**config.mk**
```make
export PLATFORM = sky130hd
export DESIGN_NAME = adc_halt_control
export DESIGN_NICKNAME = d
export VERILOG_FILES = /design/src/pkg/adc_halt_pkg.sv /design/src/design/adc_halt_control.sv /design/src/design/memory_timing_seq.sv /design/src/design/sample_fifo.sv
export VERILOG_INCLUDE_DIRS = /design/src /design/src/pkg
export SDC_FILE = /design/constraint.sdc
export NUM_CORES = 1
export LEC_CHECK = 0
export BUFFER_PORTS_ARGS = -buffer_cell sky130_fd_sc_hd__buf_2
export CORE_UTILIZATION = 54
export CTS_CLUSTER_DIAMETER = 80
export DETAILED_ROUTE_END_ITERATION = 16
export GPL_TIMING_DRIVEN = 0
export PLACE_DENSITY = 0.8
export SLEW_MARGIN = 15
export SYNTH_ARGS = -nofsm -noshare
export SYNTH_HDL_FRONTEND = slang
export SYNTH_SLANG_ARGS = --single-unit
```
**constraint.sdc**
```tcl
create_clock -name i_clk -period 9.66 [get_ports i_clk]
set_clock_uncertainty 0.2 [all_clocks]
set_input_delay 1.932 -clock i_clk [delete_from_list [all_inputs] [get_ports i_clk]]
set_output_delay 1.932 -clock i_clk [all_outputs]
set_load 0.01 [all_outputs]
```
**src/pkg/adc_halt_defines.svh**
```systemverilog
// timing and field constants for the sampling converter halt control block
`ifndef ADC_HALT_DEFINES_SVH
`define ADC_HALT_DEFINES_SVH
`define CLK_HZ 50000000
`define START_PULSE_NS 2000
`define START_PULSE_CYC ((`START_PULSE_NS * (`CLK_HZ / 1000000) + 999) / 1000)
`define HALT_TIMEOUT_MS 100
`define HALT_TIMEOUT_CYC (`HALT_TIMEOUT_MS * (`CLK_HZ / 1000))
`define SAMPLE_W 16
`define FILT_LP_LSB 0
`define FILT_LP_MSB 3
`define FILT_HP_LSB 4
`define FILT_HP_MSB 7
`define ROM_ADDR_W 4
`define ROM_DEPTH 16
`define FIFO_DEPTH 8
`define TO_CNT_W 23
`define ST_CNT_W 8
`endif

```
**src/pkg/adc_halt_pkg.sv**
```systemverilog
// types for the sampling converter halt control block
package adc_halt_pkg;
  typedef enum logic [1:0]
  {
    ST_IDLE = 2'b00,
    ST_HALTED = 2'b01,
    ST_CAPTURE = 2'b11
  } halt_state_t;
  typedef logic [3:0] timing_word_t;
endpackage
```
**src/design/adc_halt_control.sv**
```systemverilog
// sampling converter start, halt, capture and filter control
//
// Overview of operation
// [RL1] counters address a timing table giving registered memory strobes
// [RL2] samples are 16 bits, rate follows the first channel's sample clock
// [RL3] with converter mode low each sample clock edge issues a 2 us start pulse
// [RL4] halt strobe access clears halt, driving processor halt line low
// [RL5] conversion done low loads result into output data latches
// [RL6] conversion done also releases the halt line
// [RL7] halt held over 100 ms is released by a timeout
// [RL8] conversion done gates sample and hold for the whole conversion
// [RL9] attenuation follows the written level byte
// [RL10] low four filter bits select low-pass cutoff
// [RL11] high four filter bits select high-pass cutoff independently
// [RL12] timeout release keeps previously captured data
`timescale 1ns/100ps
`include "adc_halt_defines.svh"
module adc_halt_control #(
  parameter int TIMEOUT_CYC = `HALT_TIMEOUT_CYC,
  parameter int START_CYC = `START_PULSE_CYC,
  parameter int SW = `SAMPLE_W
) (
  input wire logic i_clk,
  input wire logic i_reset,
  input wire logic i_sample_clock,
  input wire logic i_converter_mode,
  input wire logic i_halt_strobe,
  input wire logic i_conversion_done_n,
  input wire logic [SW-1:0] i_conv_data,
  input wire logic i_level_we,
  input wire logic [7:0] i_level_data,
  input wire logic i_filter_we,
  input wire logic [7:0] i_filter_data,
  input wire logic i_sample_ready,
  output logic o_sample_valid,
  output logic [SW-1:0] o_sample_data,
  output logic o_convert_start,
  output logic o_processor_halt_n,
  output logic o_hold,
  output logic [7:0] o_attenuation,
  output logic [3:0] o_lowpass_sel,
  output logic [3:0] o_highpass_sel,
  output logic o_timeout,
  output logic o_ram_refresh_timing,
  output logic o_row_address_select,
  output logic o_row_strobe_timing,
  output logic o_column_strobe_timing
);
  logic sc_s1_r, sc_s2_r, sc_s3_r;
  logic dn_s1_r, dn_s2_r, dn_s3_r;
  logic [SW-1:0] dat_s1_r, dat_s2_r;
  logic mode_s1_r, mode_s2_r;
  logic sc_edge, done_fall;
  logic [`ST_CNT_W-1:0] st_cnt_r, st_cnt_nxt;
  logic start_r, start_nxt;
  adc_halt_pkg::halt_state_t state_r, state_nxt;
  logic [`TO_CNT_W-1:0] to_cnt_r, to_cnt_nxt;
  logic halt_n_r, halt_n_nxt;
  logic to_r, to_nxt;
  logic [SW-1:0] latch_r, latch_nxt;
  logic hold_r, hold_nxt;
  logic [7:0] level_r, level_nxt;
  logic [7:0] filt_r, filt_nxt;
  logic fifo_in_valid, fifo_in_ready;
  logic push_r, push_nxt;
  logic [3:0] timing;
  logic [3:0] timing_r;
  logic [SW-1:0] fifo_data;
  logic fifo_valid;
  logic [SW-1:0] out_data_r;
  logic out_valid_r;
  logic [SW-1:0] out_data_nxt;
  logic out_valid_nxt;
  logic fifo_out_ready;

  // synchronisers: stage one feeds only stage two
  always_ff @(posedge i_clk or posedge i_reset)
  begin
    if (i_reset)
    begin
      sc_s1_r <= 1'b0;
      sc_s2_r <= 1'b0;
      sc_s3_r <= 1'b0;
      dn_s1_r <= 1'b1;
      dn_s2_r <= 1'b1;
      dn_s3_r <= 1'b1;
      dat_s1_r <= '0;
      dat_s2_r <= '0;
      mode_s1_r <= 1'b0;
      mode_s2_r <= 1'b0;
    end
    else
    begin
      sc_s1_r <= i_sample_clock;
      sc_s2_r <= sc_s1_r;
      sc_s3_r <= sc_s2_r;
      dn_s1_r <= i_conversion_done_n;
      dn_s2_r <= dn_s1_r;
      dn_s3_r <= dn_s2_r;
      // converter data settles before done falls and is read only at done_fall
      dat_s1_r <= i_conv_data;
      dat_s2_r <= dat_s1_r;
      mode_s1_r <= i_converter_mode;
      mode_s2_r <= mode_s1_r;
    end
  end

  assign sc_edge = sc_s2_r && !sc_s3_r; // RL2
  assign done_fall = !dn_s2_r && dn_s3_r;

  // start one-shot
  always_comb
  begin
    st_cnt_nxt = st_cnt_r;
    start_nxt = start_r;
    if (sc_edge && !mode_s2_r && !start_r)
    begin
      start_nxt = 1'b1; // RL3
      st_cnt_nxt = `ST_CNT_W'(START_CYC - 1);
    end
    else if (start_r)
    begin
      if (st_cnt_r == '0)
      begin
        start_nxt = 1'b0; // RL3
      end
      else
      begin
        st_cnt_nxt = st_cnt_r - `ST_CNT_W'(1);
      end
    end
  end

  // halt sequencing, capture, timeout
  always_comb
  begin
    state_nxt = state_r;
    to_cnt_nxt = to_cnt_r;
    halt_n_nxt = halt_n_r;
    to_nxt = 1'b0;
    latch_nxt = latch_r;
    push_nxt = 1'b0;
    hold_nxt = hold_r;
    // hold rises with the start pulse so the input is frozen before conversion begins
    if (start_nxt && !start_r)
    begin
      hold_nxt = 1'b1; // RL8
    end
    if (done_fall)
    begin
      hold_nxt = 1'b0; // RL8
      latch_nxt = dat_s2_r; // RL5
      push_nxt = 1'b1;
    end
    case (state_r)
      adc_halt_pkg::ST_IDLE:
      begin
        if (i_halt_strobe && !done_fall)
        begin
          halt_n_nxt = 1'b0; // RL4
          to_cnt_nxt = '0;
          state_nxt = adc_halt_pkg::ST_HALTED;
        end
      end
      adc_halt_pkg::ST_HALTED:
      begin
        to_cnt_nxt = to_cnt_r + `TO_CNT_W'(1);
        if (done_fall)
        begin
          halt_n_nxt = 1'b1; // RL6
          state_nxt = adc_halt_pkg::ST_CAPTURE;
        end
        else if (to_cnt_r == `TO_CNT_W'(TIMEOUT_CYC - 1))
        begin
          halt_n_nxt = 1'b1; // RL7
          to_nxt = 1'b1; // RL12
          state_nxt = adc_halt_pkg::ST_IDLE;
        end
      end
      adc_halt_pkg::ST_CAPTURE:
      begin
        state_nxt = adc_halt_pkg::ST_IDLE;
        // a strobe right after a release starts the next wait
        if (i_halt_strobe && !done_fall)
        begin
          halt_n_nxt = 1'b0; // RL4
          to_cnt_nxt = '0;
          state_nxt = adc_halt_pkg::ST_HALTED;
        end
      end
      default:
      begin
        state_nxt = adc_halt_pkg::ST_IDLE;
        halt_n_nxt = 1'b1;
      end
    endcase
  end

  // filter and level control bytes
  always_comb
  begin
    level_nxt = i_level_we ? i_level_data : level_r; // RL9
    filt_nxt = i_filter_we ? i_filter_data : filt_r; // RL10 RL11
  end

  // output stage: a copy of the fifo head, popped only when the copy is taken
  always_comb
  begin
    out_data_nxt = fifo_data; // RL5
    out_valid_nxt = fifo_valid && !fifo_out_ready;
  end

  // start one-shot registers
  always_ff @(posedge i_clk or posedge i_reset)
  begin
    if (i_reset)
    begin
      st_cnt_r <= '0;
      start_r <= 1'b0;
    end
    else
    begin
      st_cnt_r <= st_cnt_nxt;
      start_r <= start_nxt;
    end
  end

  // halt, capture and timeout registers
  always_ff @(posedge i_clk or posedge i_reset)
  begin
    if (i_reset)
    begin
      state_r <= adc_halt_pkg::ST_IDLE;
      to_cnt_r <= '0;
      halt_n_r <= 1'b1;
      to_r <= 1'b0;
      latch_r <= '0;
      push_r <= 1'b0;
      hold_r <= 1'b0;
    end
    else
    begin
      state_r <= state_nxt;
      to_cnt_r <= to_cnt_nxt;
      halt_n_r <= halt_n_nxt;
      to_r <= to_nxt;
      latch_r <= latch_nxt;
      push_r <= push_nxt;
      hold_r <= hold_nxt;
    end
  end

  // control byte registers
  always_ff @(posedge i_clk or posedge i_reset)
  begin
    if (i_reset)
    begin
      level_r <= 8'h00;
      filt_r <= 8'h00;
    end
    else
    begin
      level_r <= level_nxt;
      filt_r <= filt_nxt;
    end
  end

  // output registers
  always_ff @(posedge i_clk or posedge i_reset)
  begin
    if (i_reset)
    begin
      timing_r <= 4'h0;
      out_data_r <= '0;
      out_valid_r <= 1'b0;
    end
    else
    begin
      timing_r <= timing; // RL1
      out_data_r <= out_data_nxt;
      out_valid_r <= out_valid_nxt;
    end
  end

  assign fifo_out_ready = out_valid_r && i_sample_ready;
  // a full fifo drops the sample, since the converter cannot be stalled
  assign fifo_in_valid = push_r && fifo_in_ready;

  sample_fifo #(
    .WIDTH(SW),
    .DEPTH(`FIFO_DEPTH)
  ) u_fifo (
    .i_clk(i_clk),
    .i_reset(i_reset),
    .i_in_valid(fifo_in_valid),
    .o_in_ready(fifo_in_ready),
    .i_in_data(latch_r),
    .o_out_valid(fifo_valid),
    .i_out_ready(fifo_out_ready),
    .o_out_data(fifo_data)
  );

  memory_timing_seq #(
    .AW(`ROM_ADDR_W)
  ) u_timing (
    .i_clk(i_clk),
    .i_reset(i_reset),
    .o_timing(timing)
  );

  assign o_sample_valid = out_valid_r;
  assign o_sample_data = out_data_r;
  assign o_convert_start = start_r;
  assign o_processor_halt_n = halt_n_r;
  assign o_hold = hold_r;
  assign o_attenuation = level_r;
  assign o_lowpass_sel = filt_r[`FILT_LP_MSB:`FILT_LP_LSB];
  assign o_highpass_sel = filt_r[`FILT_HP_MSB:`FILT_HP_LSB];
  assign o_timeout = to_r;
  assign o_ram_refresh_timing = timing_r[3];
  assign o_row_address_select = timing_r[2];
  assign o_row_strobe_timing = timing_r[1];
  assign o_column_strobe_timing = timing_r[0];
endmodule // adc_halt_control

```
**src/design/memory_timing_seq.sv**
```systemverilog
// counter-addressed timing table for waveform memory strobes
`timescale 1ns/100ps
`include "adc_halt_defines.svh"
module memory_timing_seq #(
  parameter int AW = `ROM_ADDR_W
) (
  input wire logic i_clk,
  input wire logic i_reset,
  output logic [3:0] o_timing
);
  logic [AW-1:0] cnt_r, cnt_nxt;
  adc_halt_pkg::timing_word_t rom_word, word_r;
  // bit3 refresh, bit2 row select, bit1 row strobe, bit0 column strobe
  always_comb
  begin
    cnt_nxt = cnt_r + AW'(1);
    case (cnt_r[3:0])
      4'h0: rom_word = 4'h0;
      4'h1: rom_word = 4'h4;
      4'h2: rom_word = 4'h6;
      4'h3: rom_word = 4'h2;
      4'h4: rom_word = 4'h3;
      4'h5: rom_word = 4'h3;
      4'h6: rom_word = 4'h2;
      4'h7: rom_word = 4'h0;
      4'h8: rom_word = 4'h8;
      4'h9: rom_word = 4'hA;
      4'hA: rom_word = 4'hA;
      4'hB: rom_word = 4'h8;
      default: rom_word = 4'h0;
    endcase
  end
  always_ff @(posedge i_clk or posedge i_reset)
  begin
    if (i_reset)
    begin
      cnt_r <= '0;
      word_r <= 4'h0;
    end
    else
    begin
      cnt_r <= cnt_nxt;
      word_r <= rom_word; // RL1
    end
  end
  assign o_timing = word_r;
endmodule // memory_timing_seq

```
**src/design/sample_fifo.sv**
```systemverilog
// sample fifo with valid/ready on both sides
`timescale 1ns/100ps
module sample_fifo #(
  parameter int WIDTH = 16,
  parameter int DEPTH = 8
) (
  input wire logic i_clk,
  input wire logic i_reset,
  input wire logic i_in_valid,
  output logic o_in_ready,
  input wire logic [WIDTH-1:0] i_in_data,
  output logic o_out_valid,
  input wire logic i_out_ready,
  output logic [WIDTH-1:0] o_out_data
);
  localparam int AW = $clog2(DEPTH);
  logic [WIDTH-1:0] mem_r [DEPTH];
  logic [WIDTH-1:0] mem_nxt [DEPTH];
  logic [AW-1:0] wr_r, wr_nxt, rd_r, rd_nxt;
  logic [AW:0] cnt_r, cnt_nxt;
  logic push, pop;
  assign o_in_ready = (cnt_r != AW'(0) + (AW+1)'(DEPTH)) ? 1'b1 : 1'b0;
  assign o_out_valid = (cnt_r != '0);
  assign o_out_data = mem_r[rd_r];
  assign push = i_in_valid && o_in_ready;
  assign pop = o_out_valid && i_out_ready;
  always_comb
  begin
    mem_nxt = mem_r;
    wr_nxt = wr_r;
    rd_nxt = rd_r;
    cnt_nxt = cnt_r;
    if (push)
    begin
      mem_nxt[wr_r] = i_in_data;
      wr_nxt = (wr_r == AW'(DEPTH - 1)) ? '0 : wr_r + AW'(1);
    end
    if (pop)
    begin
      rd_nxt = (rd_r == AW'(DEPTH - 1)) ? '0 : rd_r + AW'(1);
    end
    if (push && !pop)
    begin
      cnt_nxt = cnt_r + (AW+1)'(1);
    end
    else if (pop && !push)
    begin
      cnt_nxt = cnt_r - (AW+1)'(1);
    end
  end
  always_ff @(posedge i_clk or posedge i_reset)
  begin
    if (i_reset)
    begin
      for (int k = 0; k < DEPTH; k++)
      begin
        mem_r[k] <= '0;
      end
      wr_r <= '0;
      rd_r <= '0;
      cnt_r <= '0;
    end
    else
    begin
      mem_r <= mem_nxt;
      wr_r <= wr_nxt;
      rd_r <= rd_nxt;
      cnt_r <= cnt_nxt;
    end
  end
endmodule // sample_fifo

```
Word-level counts from Yosys, hierarchy flattened
Memories as Yosys holds them, arrays and structs flattened. A register that Yosys moved wholly into a read port is not among the register bits.
Cells that the tools add are included.
{"block": "totals", "reg_bits": 273, "out_inout_bits": 41, "word_cells": 127, "rom_bits": 64, "mem_count": 1, "inputBits": 41}
{"memory": "(no name shown)", "words": 16, "word_bits": 4, "rd": 1, "rd_ports_with_merged_regs": 1, "write_ports": 0, "line": "memory_timing_seq.sv:17", "source": "case (cnt_r[3:0])"}
{"block": "classes", "reduce_logical": 34, "n_mux": 34, "n_bitwise": 2, "n_addsub": 7, "n_eq_ne": 10, "n_lt_le_gt_ge": 3}
{"cell": "$bwmux 128", "n": 1}
{"cell": "$bmux 16 s3", "n": 1}
{"cell": "$demux 16 s3", "n": 1}
{"cell": "$mux 16", "n": 3}
{"cell": "$pmux 23 s2", "n": 1}
{"cell": "$mux 8", "n": 3}
{"cell": "$add 23x1->23 const B", "n": 1}
{"cell": "$eq 23x23->1 const B", "n": 1}
{"cell": "$mux 23", "n": 1}
{"cell": "$logic_and 1x1->1", "n": 14}
{"cell": "$mux 1", "n": 14}
{"cell": "$add 4x1->4 const B", "n": 2}
{"cell": "$ge 4x4->1 const B", "n": 2}
{"cell": "$logic_not 1->1", "n": 8}
{"cell": "$logic_not 8->1", "n": 1}
{"cell": "$mux 4", "n": 2}
{"cell": "$not 3->4", "n": 2}
{"cell": "$reduce_and 2->1", "n": 4}
{"cell": "$reduce_bool 2->1", "n": 4}
{"cell": "$sub 8x1->8 const B", "n": 1}
{"cell": "$add 3x1->3 const B", "n": 2}
{"cell": "$eq 3x3->1 const B", "n": 2}
{"cell": "$mux 2", "n": 3}
{"cell": "$mux 3", "n": 2}
{"cell": "13 further kinds", "n": 14}

Longest topological paths before layout
Gate-level depths: netlist of the first run.
{"block": "logic_depth", "depth_word": 8, "ltp_mapped": 12, "depth_no_buf": 12}

Cells and area by module
A second synthesis of the first run with hierarchy kept.
{"block": "hier_totals", "cells_unflattened": 808, "hier_area_um2": 11733.8}
{"mod": "sample_fifo", "seq_area_each_um2": 3453.3, "instances": 1, "area_each_um2": 6456.2, "cells_each": 393}
{"mod": "adc_halt_control", "seq_area_each_um2": 3283.1, "instances": 1, "area_each_um2": 4971.0, "cells_each": 394}
{"mod": "memory_timing_seq", "seq_area_each_um2": 200.2, "instances": 1, "area_each_um2": 306.5, "cells_each": 21}

Worst setup path after synthesis of the first run
Ideal clock, no wire load.
{"block": "synth_timing", "path_kind": "input port to flip-flop", "start": "input port i_sample_ready", "end": "register u_fifo.cnt_r[3]", "path_buffers": 0, "t_arrival_ps": 3410, "setup_time_ps": 125, "stages": 11, "setup_slack_ps": 5925, "required_time_ps": 9335, "cell_sequence": "nand2_1 -> nor2_1 -> inv_1 -> ha_1 -> inv_1 -> ha_1 -> a21o_1 -> a21oi_1 -> xnor2_1 -> nor2_1 -> xor2_1"}
{"block": "synth_between", "elab_chain_cells": 5, "elab_cells_between_ends": 7, "cone_classes": "mux: 1; reduce/logical: 6"}
{"element": "start: declaration", "line": "adc_halt_control.sv:34", "source": "input wire logic i_sample_ready,"}
{"element": "$logic_and 1x1->1 *", "line": "adc_halt_control.sv:285", "source": "assign fifo_out_ready = out_valid_r && i_sample_ready;"}
{"element": "$logic_and 1x1->1 *", "line": "sample_fifo.sv:26", "source": "assign pop = o_out_valid && i_out_ready;"}
{"element": "$logic_not 1->1", "line": "sample_fifo.sv:42", "source": "if (push && !pop)"}
{"element": "$logic_and 1x1->1", "line": "sample_fifo.sv:42"}
{"element": "$mux 4 / $reduce_bool 2->1 (equally long branches)"}
{"element": "end signal: assignment", "line": "sample_fifo.sv:68", "source": "cnt_r <= cnt_nxt;"}
{"element": "end: declaration", "line": "sample_fifo.sv:20", "source": "logic [AW:0] cnt_r, cnt_nxt;"}
Every way passes the cells marked *; elsewhere a longest branch is shown, timed or not.
A chain may end at the register's enable or synchronous reset.

Final worst setup path of the first run
Ends and elaborated chain as after synthesis.

==> results of run 1 <==
==> worst max-delay path: cells and delay by family <==
kind / cells / cell delay, ns
AND/OR/NAND/NOR: 3 / 0.39
AO/OA/AOI/OAI: 2 / 0.34
adder cells (fa/ha/maj): 2 / 0.47
buffers and inverters: 3 / 0.30
XOR/XNOR: 2 / 0.28
==> power by group <==
group | switching (mW) | total (mW) | internal (mW) | leakage [nW]
Combinational | 0.504 | 1.13 | 0.625 | 2.38
Sequential | 0.206 | 1.72 | 1.51 | 3.52
Clock | 0.436 | 1.14 | 0.699 | 0.480
==> path summary, 6_finish.rpt <==
path | end | slack [ns] | depth (start not counted)
worst max register to register | u_fifo.cnt_r[3] | 7.00 | 12
worst min register to register | timing_r[1] | 0.15 | 0
max in group asynchronous | o_sample_data[2] | 6.95 | 6
worst min-delay path | timing_r[1] | 0.15 | 0
worst max-delay path | u_fifo.cnt_r[3] | 6.18 | 12
min in group asynchronous | to_cnt_r[6] | 1.19 | 2
==> registers in the layout (all words and copies together), names as in the netlist, 2 cells and up <==
signal / cells
dat_s1_r: 16
dat_s2_r: 16
filt_r: 8
latch_r: 16
o_attenuation: 8
o_sample_data: 16
st_cnt_r: 8
state_r: 2
timing_r: 4
to_cnt_r: 23
u_fifo.cnt_r: 4
u_fifo.mem_r: 128
u_fifo.rd_r: 3
u_fifo.wr_r: 3
u_timing.cnt_r: 4
u_timing.o_timing: 4
==> cell families after synthesis <==
family                   after synthesis  share of synthesized area
flip-flops                           277                     0.6061
AND/OR/NAND/NOR                      193                    0.08943
adder cells (fa/ha/maj)               17                    0.01924
buffers and inverters                 45                    0.01935
XOR/XNOR                              31                    0.02372
AO/OA/AOI/OAI                         20                    0.01192
multiplexers                         199                     0.2302
==> cell usage in the layout, fill, tap and decap left out, types with 11 or more instances in the layout <==
cell type,n
clkbuf_16,29
mux4_2,32
ha_1,16
nand2_1,73
nor2_1,46
nand4_1,13
clkbuf_1,19
xnor2_1,11
buf_2,92
xor2_1,20
mux2_2,154
inv_1,11
nand3_1,13
dfrtp_1,273
==> layout make-up <==
type	instances	area share
Sequential cell	277	0.5197
Multi-Input combinational cell	460	0.3216
Clock buffer	40	0.05896
Timing Repair Buffer	88	0.04368
Tap cell	270	0.02531
Clock inverter	12	0.01387
Buffer	32	0.01275
Inverter	13	0.004124
==> per-layer routing <==
layer,vias up,part of all wire,global-route usage
li1,3010,-,-
met1,3372,0.46,0.2880
met2,128,0.48,0.3410
met3,35,0.041,0.03086
met4,0,0.021,0.05825
met5,-,0,0
==> summary.md, run 1 <==
| Metric | Value |
|---|---|
| Least-Margin Pin Slew | 0.8192 ns |
| Post-synth EDFFs | 0 |
| CTS Buffer Depth | 3 |
| Area of the multi-input gates | 4293 µm² |
| Slew headroom | 0.4539 |
| Final Util | 0.6513 |
| Seq/Total Area, Yosys | 0.6061 |
| Via density | 5.491 |
| DR iter-0 viols | 326 |
| Worst slack at placement | 5.619 ns |
| Htree depth | 1 |
| Layout area overhead | 16.63% |
| Initial Utilization | 0.5584 |
| Drt drc | 0 |
| Startpoint Class | input port |
| Avg WL per Cell | 18.03 µm |
| Critical Path RT | 9.88 ns |
| Cell area after layout | 13350 µm² |
| Hold buffer count at CTS | 0 |
| Vias | 6545 |
| Top cells by count, synth | dfrtp_1 (273), mux2_2 (154), nand2_1 (73) |
| CTS Buf Count | 28 |
| Netlist cell types | 53 |
| CORE AREA | 20490 µm² |
| Largest net degree at the start of global routing | 38 |
| Leading area contributor after synthesis | dfrtp_1 |
| Vias in the first global route | 6842 |
| Total of max-cap violations | 0 |
| Synthesized flop and latch total | 277 |
| Fmax | 287.1 MHz |
| Final worst slack | 6.177 ns |
| HPWL after DPL | 13860 µm |
| Post-CTS resize count | 0 |
| Netlist Area Pre-Place | 11440 µm² |
| First-pass GRT wire length | 35450 µm |
| Critical-path top delay cell | nor2_1 |
| Max Slew Vio Count | 0 |
| Register Area | 6937 µm² |
| Die extent in y | 147.6 µm |
| Crit-path max cell delay | 0.29 ns |
| IO Port Bufs | 79 |
| Placed cell areas | 12370 µm² |
| Max FO, Critical Path | 4 |
| Worst vdd ir | 0.1933 mV |
| Avg Synthesized Cell Area | 14.64 µm² |
| Hold Startpoint | u_timing.o_timing[1] |
| Setup Total Neg Slack | 0 ns |
| Global Route Usage Sum | 0.2066 |
| Drt first pass iters | 4 |
| Min cycle time layout | 3.483 ns |
| Routed Antenna Nets | 0 |
| Worst Path Arrival | 3.70 ns |
| Total Nets Final | 958 |
| I/O pins | 82 |
| Share of cells above drive strength 1 | 0.3991 |
| Post-Place Cells | 1140 |
| CP startpoint | i_sample_ready |
| Initial antenna violation count | 0 |
| Final hold violation count | 0 |
| Yosys Warn Count | 0 |
| Worst Path Class, Setup | input port to flip-flop |
| Total Wirelength | 21490 µm |
| Row count | 52 |
| Synthesized Nets | 840 |
| RR Startpoint | u_fifo.cnt_r[0] |
| Worst-Skew Late Latency | 0.53 ns |
| HP Class | flip-flop to flip-flop |
| Worst path cell trace | buf_2 > nand2_1 > nor2_1 > inv_1 > ha_1 > inv_1 > ha_1 > a21o_1 > a21oi_1 > xnor2_1 > nor2_1 > xor2_1 |
| CTS tree | built |
| Most frequent cell after synthesis | dfrtp_1 |
| WHS | 0.1451 ns |
| Postcts setup bufs | 0 |
| Dominant synthesized flop cell | dfrtp_1 |
| Clock Pin Slew Worst Setup and Hold Paths | 0.06 ns |
| Overall power | 3.985 mW |
| Crit. End Element | flip-flop |
| CTS Sinks | 277 |
| RSZ-0062 raised after global routing | no |
| Asr flop ratio synth | 1.000 |
| Final count of negative-setup-slack endpoints | 0 |
| Die area | 21780 µm² |
| Die W | 147.6 µm |
| Final Cycle Share | 0.3606 |
| CTS root buf | clkbuf_16 |
| Overflow after GRT | 0 |
| Pwr per Cell Area | 298.5 nW/µm² |
| Routability cong. | 0.8504 |
| Leak | 6.381 nW |
| Cell count after synthesis | 782 |
| Number of diodes | 0 |
| Outcome | complete, no violations |
| Layout Cells excl Fill | 1192 |
| Fillers | 1484 |
| Synth area leaders | dfrtp_1 (60%), mux2_2 (15%), mux4_2 (6.3%), nand2_1 (2.4%), ha_1 (1.7%) |
| Top cell type's share of synthesized area | 0.5969 |
(Power assumes the default switching activity.)
==> run 2: changes to the inputs <==
Clock period 9.66 ns to 3.2 ns, I/O delays scaled along.
==> run 2 against run 1 <==
Effect of this change:
- final cell count grew 1.0%
- sequential cell count is the same
- global-route usage grew 0.14 points
- routed wire length grew 0.60%
- sequential share of layout area shrank 0.46 points
- critical path depth is the same
- hold slack lost 0.12 ns
- sequential power grew to 3.0 times the previous value
- clock power grew to 3.0 times the previous value
- largest cell class unchanged
==> summary.md, run 2 (synthesis gave the netlist of run 1 again) <==
| Metric | Value |
|---|---|
| Worst-Skew Late Latency | 0.53 ns (about the same) |
| Post-Place Cells | 1140 (unchanged) |
| Postcts setup bufs | 0 (unchanged) |
| Sequential power share | 0.432 (about the same) |
| Row count | 52 (unchanged) |
| Largest net degree at the start of global routing | 38 (unchanged) |
| R2R cell count | 12 (unchanged) |
| I/O pins | 82 (unchanged) |
| First-pass GRT wire length | 35710 µm (was 35450 µm) |
| Worst Path Class, Setup | flip-flop to flip-flop (was input port to flip-flop) |
| Slew headroom | 0.4894 (was 0.4539) |
| Global routing's busiest layer | met2 (unchanged) |
| Number of diodes | 0 (unchanged) |
| Total Wirelength | 21620 µm (was 21490 µm) |
| Fillers | 1473 (was 1484) |
| GR Util met2 | 0.3450 (was 0.3410) |
| CTS Sinks | 277 (unchanged) |
| Grt met1 use | 0.2895 (was 0.2880) |
| Biggest regs | u_fifo.mem_r x128, to_cnt_r x23 (unchanged) |
| Worst vdd ir | 0.5820 mV (was 0.1933 mV) |
| Global Route Usage Sum | 0.2081 (was 0.2066) |
| CTS Buffer Depth | 3 (unchanged) |
| Critical Path RT | 3.42 ns (was 9.88 ns) |
| Final Util | 0.6571 (was 0.6513) |
| CORE AREA | 20490 µm² (unchanged) |
| Total Nets Final | 970 (was 958) |
| RSZ-0062 raised after global routing | no (unchanged) |
| Crit. End Element | flip-flop (unchanged) |
| IO Port Bufs | 79 (unchanged) |
| Leak | 6.431 nW (was 6.381 nW) |
| CP top delay family | simple AND/OR/NAND/NOR gates (was adder cells) |
| Least-Margin Pin Slew | 0.7658 ns (was 0.8192 ns) |
| Pwr per Cell Area | 893.6 nW/µm² (was 298.5 nW/µm²) |
| Worst Path Arrival | 2.88 ns (was 3.70 ns) |
| CTS root buf | clkbuf_16 (unchanged) |
| Part of the power in the clock network | 0.285 (about the same) |
| Drt first pass iters | 4 (unchanged) |
| Share of cells above drive strength 1 | 0.3940 (was 0.3991) |
| NetSw | 3.457 mW (was 1.147 mW) |
| Min cycle time layout | 2.663 ns |
| Overflow after GRT | 0 (unchanged) |
| Crit-path max cell delay | 0.46 ns (was 0.29 ns) |
| Drt drc | 0 (unchanged) |
| Critical-path top delay cell | dfrtp_1 (was nor2_1) |
| Startpoint Class | flip-flop (was input port) |
| HPWL after DPL | 13860 µm (unchanged) |
| Commonest cells after routing, fill and taps aside | dfrtp_1 (273), mux2_2 (154), buf_2 (92) (unchanged) |
| Layout area overhead | 17.68% (was 16.63%) |
| Buf/Inv on CP | 2 (was 3) |
| Outcome | complete, no violations (unchanged) |
| Most used cell, CP | ha_1 |
| Sw Share | 0.2873 (was 0.2877) |
| Clock Pin Slew Worst Setup and Hold Paths | 0.06 ns (about the same) |
| Vias in the first global route | 6907 (was 6842) |
| Via density | 5.480 (was 5.491) |
| CTS tree | built (unchanged) |
| Fmax | 375.5 MHz |
| Die W | 147.6 µm (unchanged) |
| Met3 usage | 0.02994 (was 0.03086) |
| DR iter-0 viols | 326 (unchanged) |
| Number of flip-flops in the largest register | 128 (unchanged) |
| Routed Antenna Nets | 0 (unchanged) |
| Routability cong. | 0.8504 (unchanged) |
| Biggest register | u_fifo.mem_r (unchanged) |
| Die extent in y | 147.6 µm (unchanged) |
| Pint | 8.577 mW (was 2.838 mW) |
| Combinational share of power | 0.284 (was 0.283) |
| Worst path cell trace | nor3_1 > nand2_2 > nand2_4 > inv_4 > ha_1 > inv_1 > ha_1 > a21o_1 > a21oi_1 > xnor2_1 > nor2_1 > xor2_1 (was buf_2 > nand2_1 > nor2_1 > inv_1 > ha_1 > inv_1 > ha_1 > a21o_1 > a21oi_1 > xnor2_1 > nor2_1 > xor2_1) |
| Commonest non-fill, non-tap cell in the layout | dfrtp_1 (unchanged) |
| Max FO, Critical Path | 8 (was 4) |
| Initial Utilization | 0.5584 (unchanged) |
| Initial antenna violation count | 0 (unchanged) |
| Final hold violation count | 0 (unchanged) |
| Total of max-cap violations | 0 (unchanged) |
| Htree depth | 1 (unchanged) |
| Worst Hold Depth | 1 (was 0) |
| Die area | 21780 µm² (unchanged) |
| Max Slew Vio Count | 0 (unchanged) |
| Layout Cells excl Fill | 1204 (was 1192) |
| Final count of negative-setup-slack endpoints | 0 (unchanged) |
| Final Cycle Share | 0.8323 |
| CTS Buf Count | 28 (unchanged) |
| HP Class | input port to flip-flop (was flip-flop to flip-flop) |
| WP depth | 12 (unchanged) |
| Vias | 6598 (was 6545) |
| Avg WL per Cell | 17.96 µm (was 18.03 µm) |
-- run 2: worst register-to-register path, cell delays in order (launching register included) --
cell     delay (ns)
dfrtp_1        0.46
nor3_1         0.26
nand2_2        0.10
nand2_4        0.17
inv_4          0.11
ha_1           0.22
inv_1          0.12
ha_1           0.24
a21o_1         0.17
a21oi_1        0.17
xnor2_1        0.14
nor2_1         0.06
xor2_1         0.14
-- run 2: through the flow --
step / instance area, µm² / total power, mW / worst slack, ns / hold slack, ns / TNS (ns)
6_report: 13470 / 12.03 / 0.5366 / 0.02059 / 0
2_1_floorplan: 11450 / 7.738 / -1.302 / 0.1312 / -356.78
3_5_place_dp: 12370 / 8.639 / 0.4506 / 0.1347 / 0
5_1_grt: 13470 / 12.68 / 0.2558 / 0.006030 / 0
3_3_place_gp: 12180 / 8.450 / -2.834 / 0.1316 / -771.56
4_1_cts: 13450 / 12.15 / 0.5163 / 0.0003541 / 0
-- run 2: power groups by stage --
stage	clock [mW]	sequential [mW]	combinational [mW]
6_report	3.42	5.19	3.42
5_1_grt	3.63	5.32	3.73
4_1_cts	3.50	5.19	3.46
3_5_place_dp	0	5.22	3.42
3_3_place_gp	0	5.18	3.27
2_1_floorplan	0	5.11	2.63
-- run 2: final timing paths --
check / from / end / slack, ns
max in group asynchronous: i_reset / o_sample_data[2] / 1.24
hold / removal: i_conv_data[7] / dat_s1_r[7] / 0.02
setup / recovery: u_fifo.cnt_r[0] / u_fifo.cnt_r[3] / 0.54
setup reg to reg: u_fifo.cnt_r[0] / u_fifo.cnt_r[3] / 0.54
hold reg to reg: dat_s1_r[2] / dat_s2_r[2] / 0.15
min in group asynchronous: i_reset / to_cnt_r[6] / 0.45
-- run 2: cell type report --
| cell class | count | area [µm²] | area share |
|---|---|---|---|
| clock buffers | 40 | 787.0 | 0.05844 |
| flip-flops and latches | 277 | 6937 | 0.5151 |
| plain buffers | 32 | 170.2 | 0.01263 |
| inverters | 13 | 55.05 | 0.004088 |
| repair buffers | 100 | 703.2 | 0.05221 |
| multi-input cells | 460 | 4293 | 0.3187 |
| clock inverters | 12 | 185.2 | 0.01375 |
| well taps | 270 | 337.8 | 0.02508 |
-- run 2: layer usage --
metal | vias up | share of wire
met2 | 143 | 0.49
met3 | 36 | 0.047
met1 | 3390 | 0.45
met5 | - | 0
met4 | 0 | 0.021
li1 | 3029 | -
-- run 2: timing repair --
item | 4_1_cts | 5_1_grt
hold endpoints to repair | 24 | 1
hold buffers | 11 | 1
gates resized for setup | 0 | 0
==> run 3: changes to the inputs <==
Settings changed: ABC_AREA set to 1, CORE_UTILIZATION 54 to 60, PLACE_DENSITY 0.8 to 0.84.
Clock period 3.2 ns to 2.8 ns, I/O delays scaled along.
==> run 3 against run 2 <==
Effect of this change:
- first-iteration DRC count rose to 2.9 times the previous value
- core utilization up 6.3 points
- area after synthesis up 0.72%
- routed wire length up 26%
- critical path type unchanged
- critical endpoint unchanged
- largest cell class unchanged
==> summary.md, run 3 <==
| Metric | Value |
|---|---|
| Outcome | complete, no violations (unchanged) |
| Worst vdd ir | 0.6511 mV (was 0.5820 mV) |
| Critical Path RT | 3.03 ns (was 3.42 ns) |
| Avg WL per Cell | 16.68 µm (was 17.96 µm) |
| Row count | 50 (was 52) |
| Setup Total Neg Slack | 0 ns (unchanged) |
| Part of the power in the clock network | 0.264 (was 0.285) |
| Drt drc | 0 (unchanged) |
| Biggest regs | u_fifo.mem_r x128, to_cnt_r x23 (unchanged) |
| Startpoint Class | flip-flop (unchanged) |
| Number of diodes | 0 (unchanged) |
| Yosys Warn Count | 0 (unchanged) |
| Max FO, Critical Path | 10 (was 8) |
| Pwr per Cell Area | 1016 nW/µm² (was 893.6 nW/µm²) |
| Routability cong. | 0.9107 (was 0.8504) |
| Number of flip-flops in the largest register | 128 (unchanged) |
| Clock Pin Slew Worst Setup and Hold Paths | 0.06 ns (about the same) |
| Top cell type's share of synthesized area | 0.5926 (was 0.5969) |
| Netlist Area Pre-Place | 11530 µm² (was 11440 µm²) |
| Die extent in y | 140.6 µm (was 147.6 µm) |
| Die W | 140.6 µm (was 147.6 µm) |
| First-pass GRT wire length | 45020 µm (was 35710 µm) |
| Largest net degree at the start of global routing | 40 (was 38) |
| Commonest non-fill, non-tap cell in the layout | nand2_1 (was dfrtp_1) |
| Total of max-cap violations | 0 (unchanged) |
| Pint | 8.760 mW (was 8.577 mW) |
| Die area | 19770 µm² (was 21780 µm²) |
| Synthesized Nets | 1302 (was 840) |
| Share of cells above drive strength 1 | 0.1376 (was 0.3940) |
| Crit. End Element | flip-flop (unchanged) |
| Dominant synthesized flop cell | dfrtp_1 (unchanged) |
| Via density | 5.616 (was 5.480) |
| RSZ-0062 raised after global routing | no (unchanged) |
| R2R Setup Slk | 0.24 ns (was 0.54 ns) |
| Initial antenna violation count | 0 (unchanged) |
| Leading area contributor after synthesis | dfrtp_1 (unchanged) |
| Total Nets Final | 1440 (was 970) |
| Max Slew Vio Count | 0 (unchanged) |
| Slew headroom | 0.5755 (was 0.4894) |
| Initial Utilization | 0.6142 (was 0.5584) |
| Combinational share of power | 0.305 (was 0.284) |
| Post-synth EDFFs | 0 (unchanged) |
| Biggest register | u_fifo.mem_r (unchanged) |
| CTS Sinks | 277 (unchanged) |
| Drt first pass iters | 9 (was 4) |
| Worst slack at placement | -0.1268 ns (was 0.4506 ns) |
| Avg Synthesized Cell Area | 9.266 µm² (was 14.64 µm²) |
| Sw Share | 0.3619 (was 0.2873) |
| Fmax | 390.6 MHz (was 375.5 MHz) |
| Leak | 6.440 nW (was 6.431 nW) |
| Commonest cells after routing, fill and taps aside | nand2_1 (289), dfrtp_1 (273), o21ai_0 (201) (was dfrtp_1 (273), mux2_2 (154), buf_2 (92)) |
| Asr flop ratio synth | 1.000 (unchanged) |
| CTS root buf | clkbuf_16 (unchanged) |
| Vias in the first global route | 9154 (was 6907) |
| CTS tree | built (unchanged) |
| Cell count after synthesis | 1244 (was 782) |
| Final count of negative-setup-slack endpoints | 0 (unchanged) |
| HPWL after DPL | 18250 µm (was 13860 µm) |
| Seq/Total Area, Yosys | 0.6018 (was 0.6061) |
| Synthesized flop and latch total | 277 (unchanged) |
| CTS Buffer Depth | 3 (unchanged) |
| Min cycle time layout | 2.560 ns (was 2.663 ns) |
| Placed cell areas | 12390 µm² (was 12370 µm²) |
| Final Util | 0.7203 (was 0.6571) |
| Worst Path Arrival | 2.79 ns (was 2.88 ns) |
| Synth area leaders | dfrtp_1 (59%), nand2_1 (9.4%), o21ai_0 (8.7%), nor2_1 (4.7%), inv_1 (2.5%) (was dfrtp_1 (60%), mux2_2 (15%), mux4_2 (6.3%), nand2_1 (2.4%), ha_1 (1.7%)) |
| Final Cycle Share | 0.9143 (was 0.8323) |
| Postcts setup bufs | 0 (unchanged) |
| Most frequent cell after synthesis | nand2_1 (was dfrtp_1) |
| Final hold violation count | 0 (unchanged) |
| Netlist cell types | 35 (was 53) |
| Total Wirelength | 27310 µm (was 21620 µm) |
| HP Class | input port to flip-flop (unchanged) |
| IO Port Bufs | 79 (unchanged) |
| Cell area after layout | 13520 µm² (was 13470 µm²) |
| Global Route Usage Sum | 0.2881 (was 0.2081) |
| Layout area overhead | 17.27% (was 17.68%) |
| Top cells by count, synth | nand2_1 (289), dfrtp_1 (273), o21ai_0 (201) (was dfrtp_1 (273), mux2_2 (154), nand2_1 (73)) |
| CTS Buf Count | 28 (unchanged) |
| Sequential power share | 0.431 (was 0.432) |
| Final worst slack | 0.2401 ns (was 0.5366 ns) |
| Vias | 9193 (was 6598) |
| Routed Antenna Nets | 0 (unchanged) |
| Worst Path Class, Setup | flip-flop to flip-flop (unchanged) |
| CORE AREA | 18770 µm² (was 20490 µm²) |
| Overflow after GRT | 0 (unchanged) |
| Least-Margin Pin Slew | 0.6355 ns (was 0.7658 ns) |
| Worst-Skew Late Latency | 0.55 ns (was 0.53 ns) |
| Htree depth | 1 (unchanged) |
| I/O pins | 82 (unchanged) |
| NetSw | 4.969 mW (was 3.457 mW) |
| DR iter-0 viols | 948 (was 326) |
run 3: cell count changes after synthesis, moves of 12 or more:
cell | previous run | this run
mux4_2 | 32 | 0
a21oi_1 | 6 | 28
o21ai_0 | 5 | 201
nor2_1 | 46 | 145
xor2_1 | 20 | 8
mux2_2 | 154 | 17
nand2_1 | 73 | 289
a31oi_1 | 0 | 18
o21ai_1 | 0 | 33
nand3_1 | 13 | 29
buf_2 | 13 | 27
clkbuf_1 | 10 | 28
inv_1 | 12 | 77
run 3: critical path, cell delays in order, from the launching register on:
cell,delay (ns)
dfrtp_1,0.46
nor2_4,0.22
a31oi_4,0.14
buf_6,0.18
ha_1,0.19
inv_2,0.11
ha_1,0.28
a21oi_1,0.17
nand2_1,0.11
a21oi_1,0.17
o21ai_0,0.11
nand2_1,0.06
nand2_1,0.05
run 3: cell type report:
class / count / area, µm²
Inverter: 79 / 300.3
Clock inverter: 10 / 91.34
Clock buffer: 41 / 809.5
Fill cell: 1295 / 5250
Multi-Input combinational cell: 830 / 4048
Timing Repair Buffer: 108 / 773.2
Sequential cell: 277 / 6937
Buffer: 58 / 266.5
Tap cell: 234 / 292.8
run 3: final timing paths:
| kind | from | to | cells past startpoint |
|---|---|---|---|
| worst max-delay path | u_fifo.cnt_r[0] | u_fifo.cnt_r[3] | 12 |
| worst min-delay path | i_level_data[6] | o_attenuation[6] | 2 |
| worst max register to register | u_fifo.cnt_r[0] | u_fifo.cnt_r[3] | 12 |
| worst min register to register | dat_s1_r[6] | dat_s2_r[6] | 0 |
| max in group asynchronous | i_reset | dn_s2_r | 5 |
| min in group asynchronous | i_reset | to_cnt_r[9] | 3 |
run 3: metal layers:
| metal | part of all wire | track usage |
|---|---|---|
| met1 | 0.40 | 0.3742 |
| met2 | 0.50 | 0.4949 |
| met3 | 0.074 | 0.05129 |
| met4 | 0.023 | 0.09268 |
| met5 | 0 | 0 |
run 3: what timing repair did:
action / 4_1_cts / 5_1_grt
resized for setup: 0 / 4
hold buffers: 21 / 0
setup endpoints to repair: 0 / 1
hold endpoints to repair: 41 / 0
run 3: per-stage QoR:
stage | hold slack, ns | total power, mW | instances
floorplan | 0.1312 | 8.640 | 1244
global placement | 0.1318 | 9.695 | 1557
detailed placement | 0.1358 | 9.933 | 1565
CTS | 0.02807 | 13.65 | 1637
global route | 0.03694 | 14.59 | 1637
finish | 0.03811 | 13.73 | 1637
run 3: kinds of logic (layout without fill, tap and decap cells):
group                    Yosys count  in the layout  share of synthesized area
flip-flops                       277            277                     0.6018
AND/OR/NAND/NOR                  499            499                     0.1766
multiplexers                      17             17                    0.01661
adder cells (fa/ha/maj)           17             17                    0.01910
XOR/XNOR                          10             10                   0.007598
buffers and inverters            137            296                    0.04884
AO/OA/AOI/OAI                    287            287                     0.1295
run 3: power by group through the flow:
stage,clock [mW],combinational (mW),sequential (mW)
3_3_place_gp,0,3.81,5.89
6_report,3.62,4.19,5.92
3_5_place_dp,0,4.01,5.92
5_1_grt,3.82,4.73,6.04
2_1_floorplan,0,2.78,5.86
4_1_cts,3.66,4.10,5.88
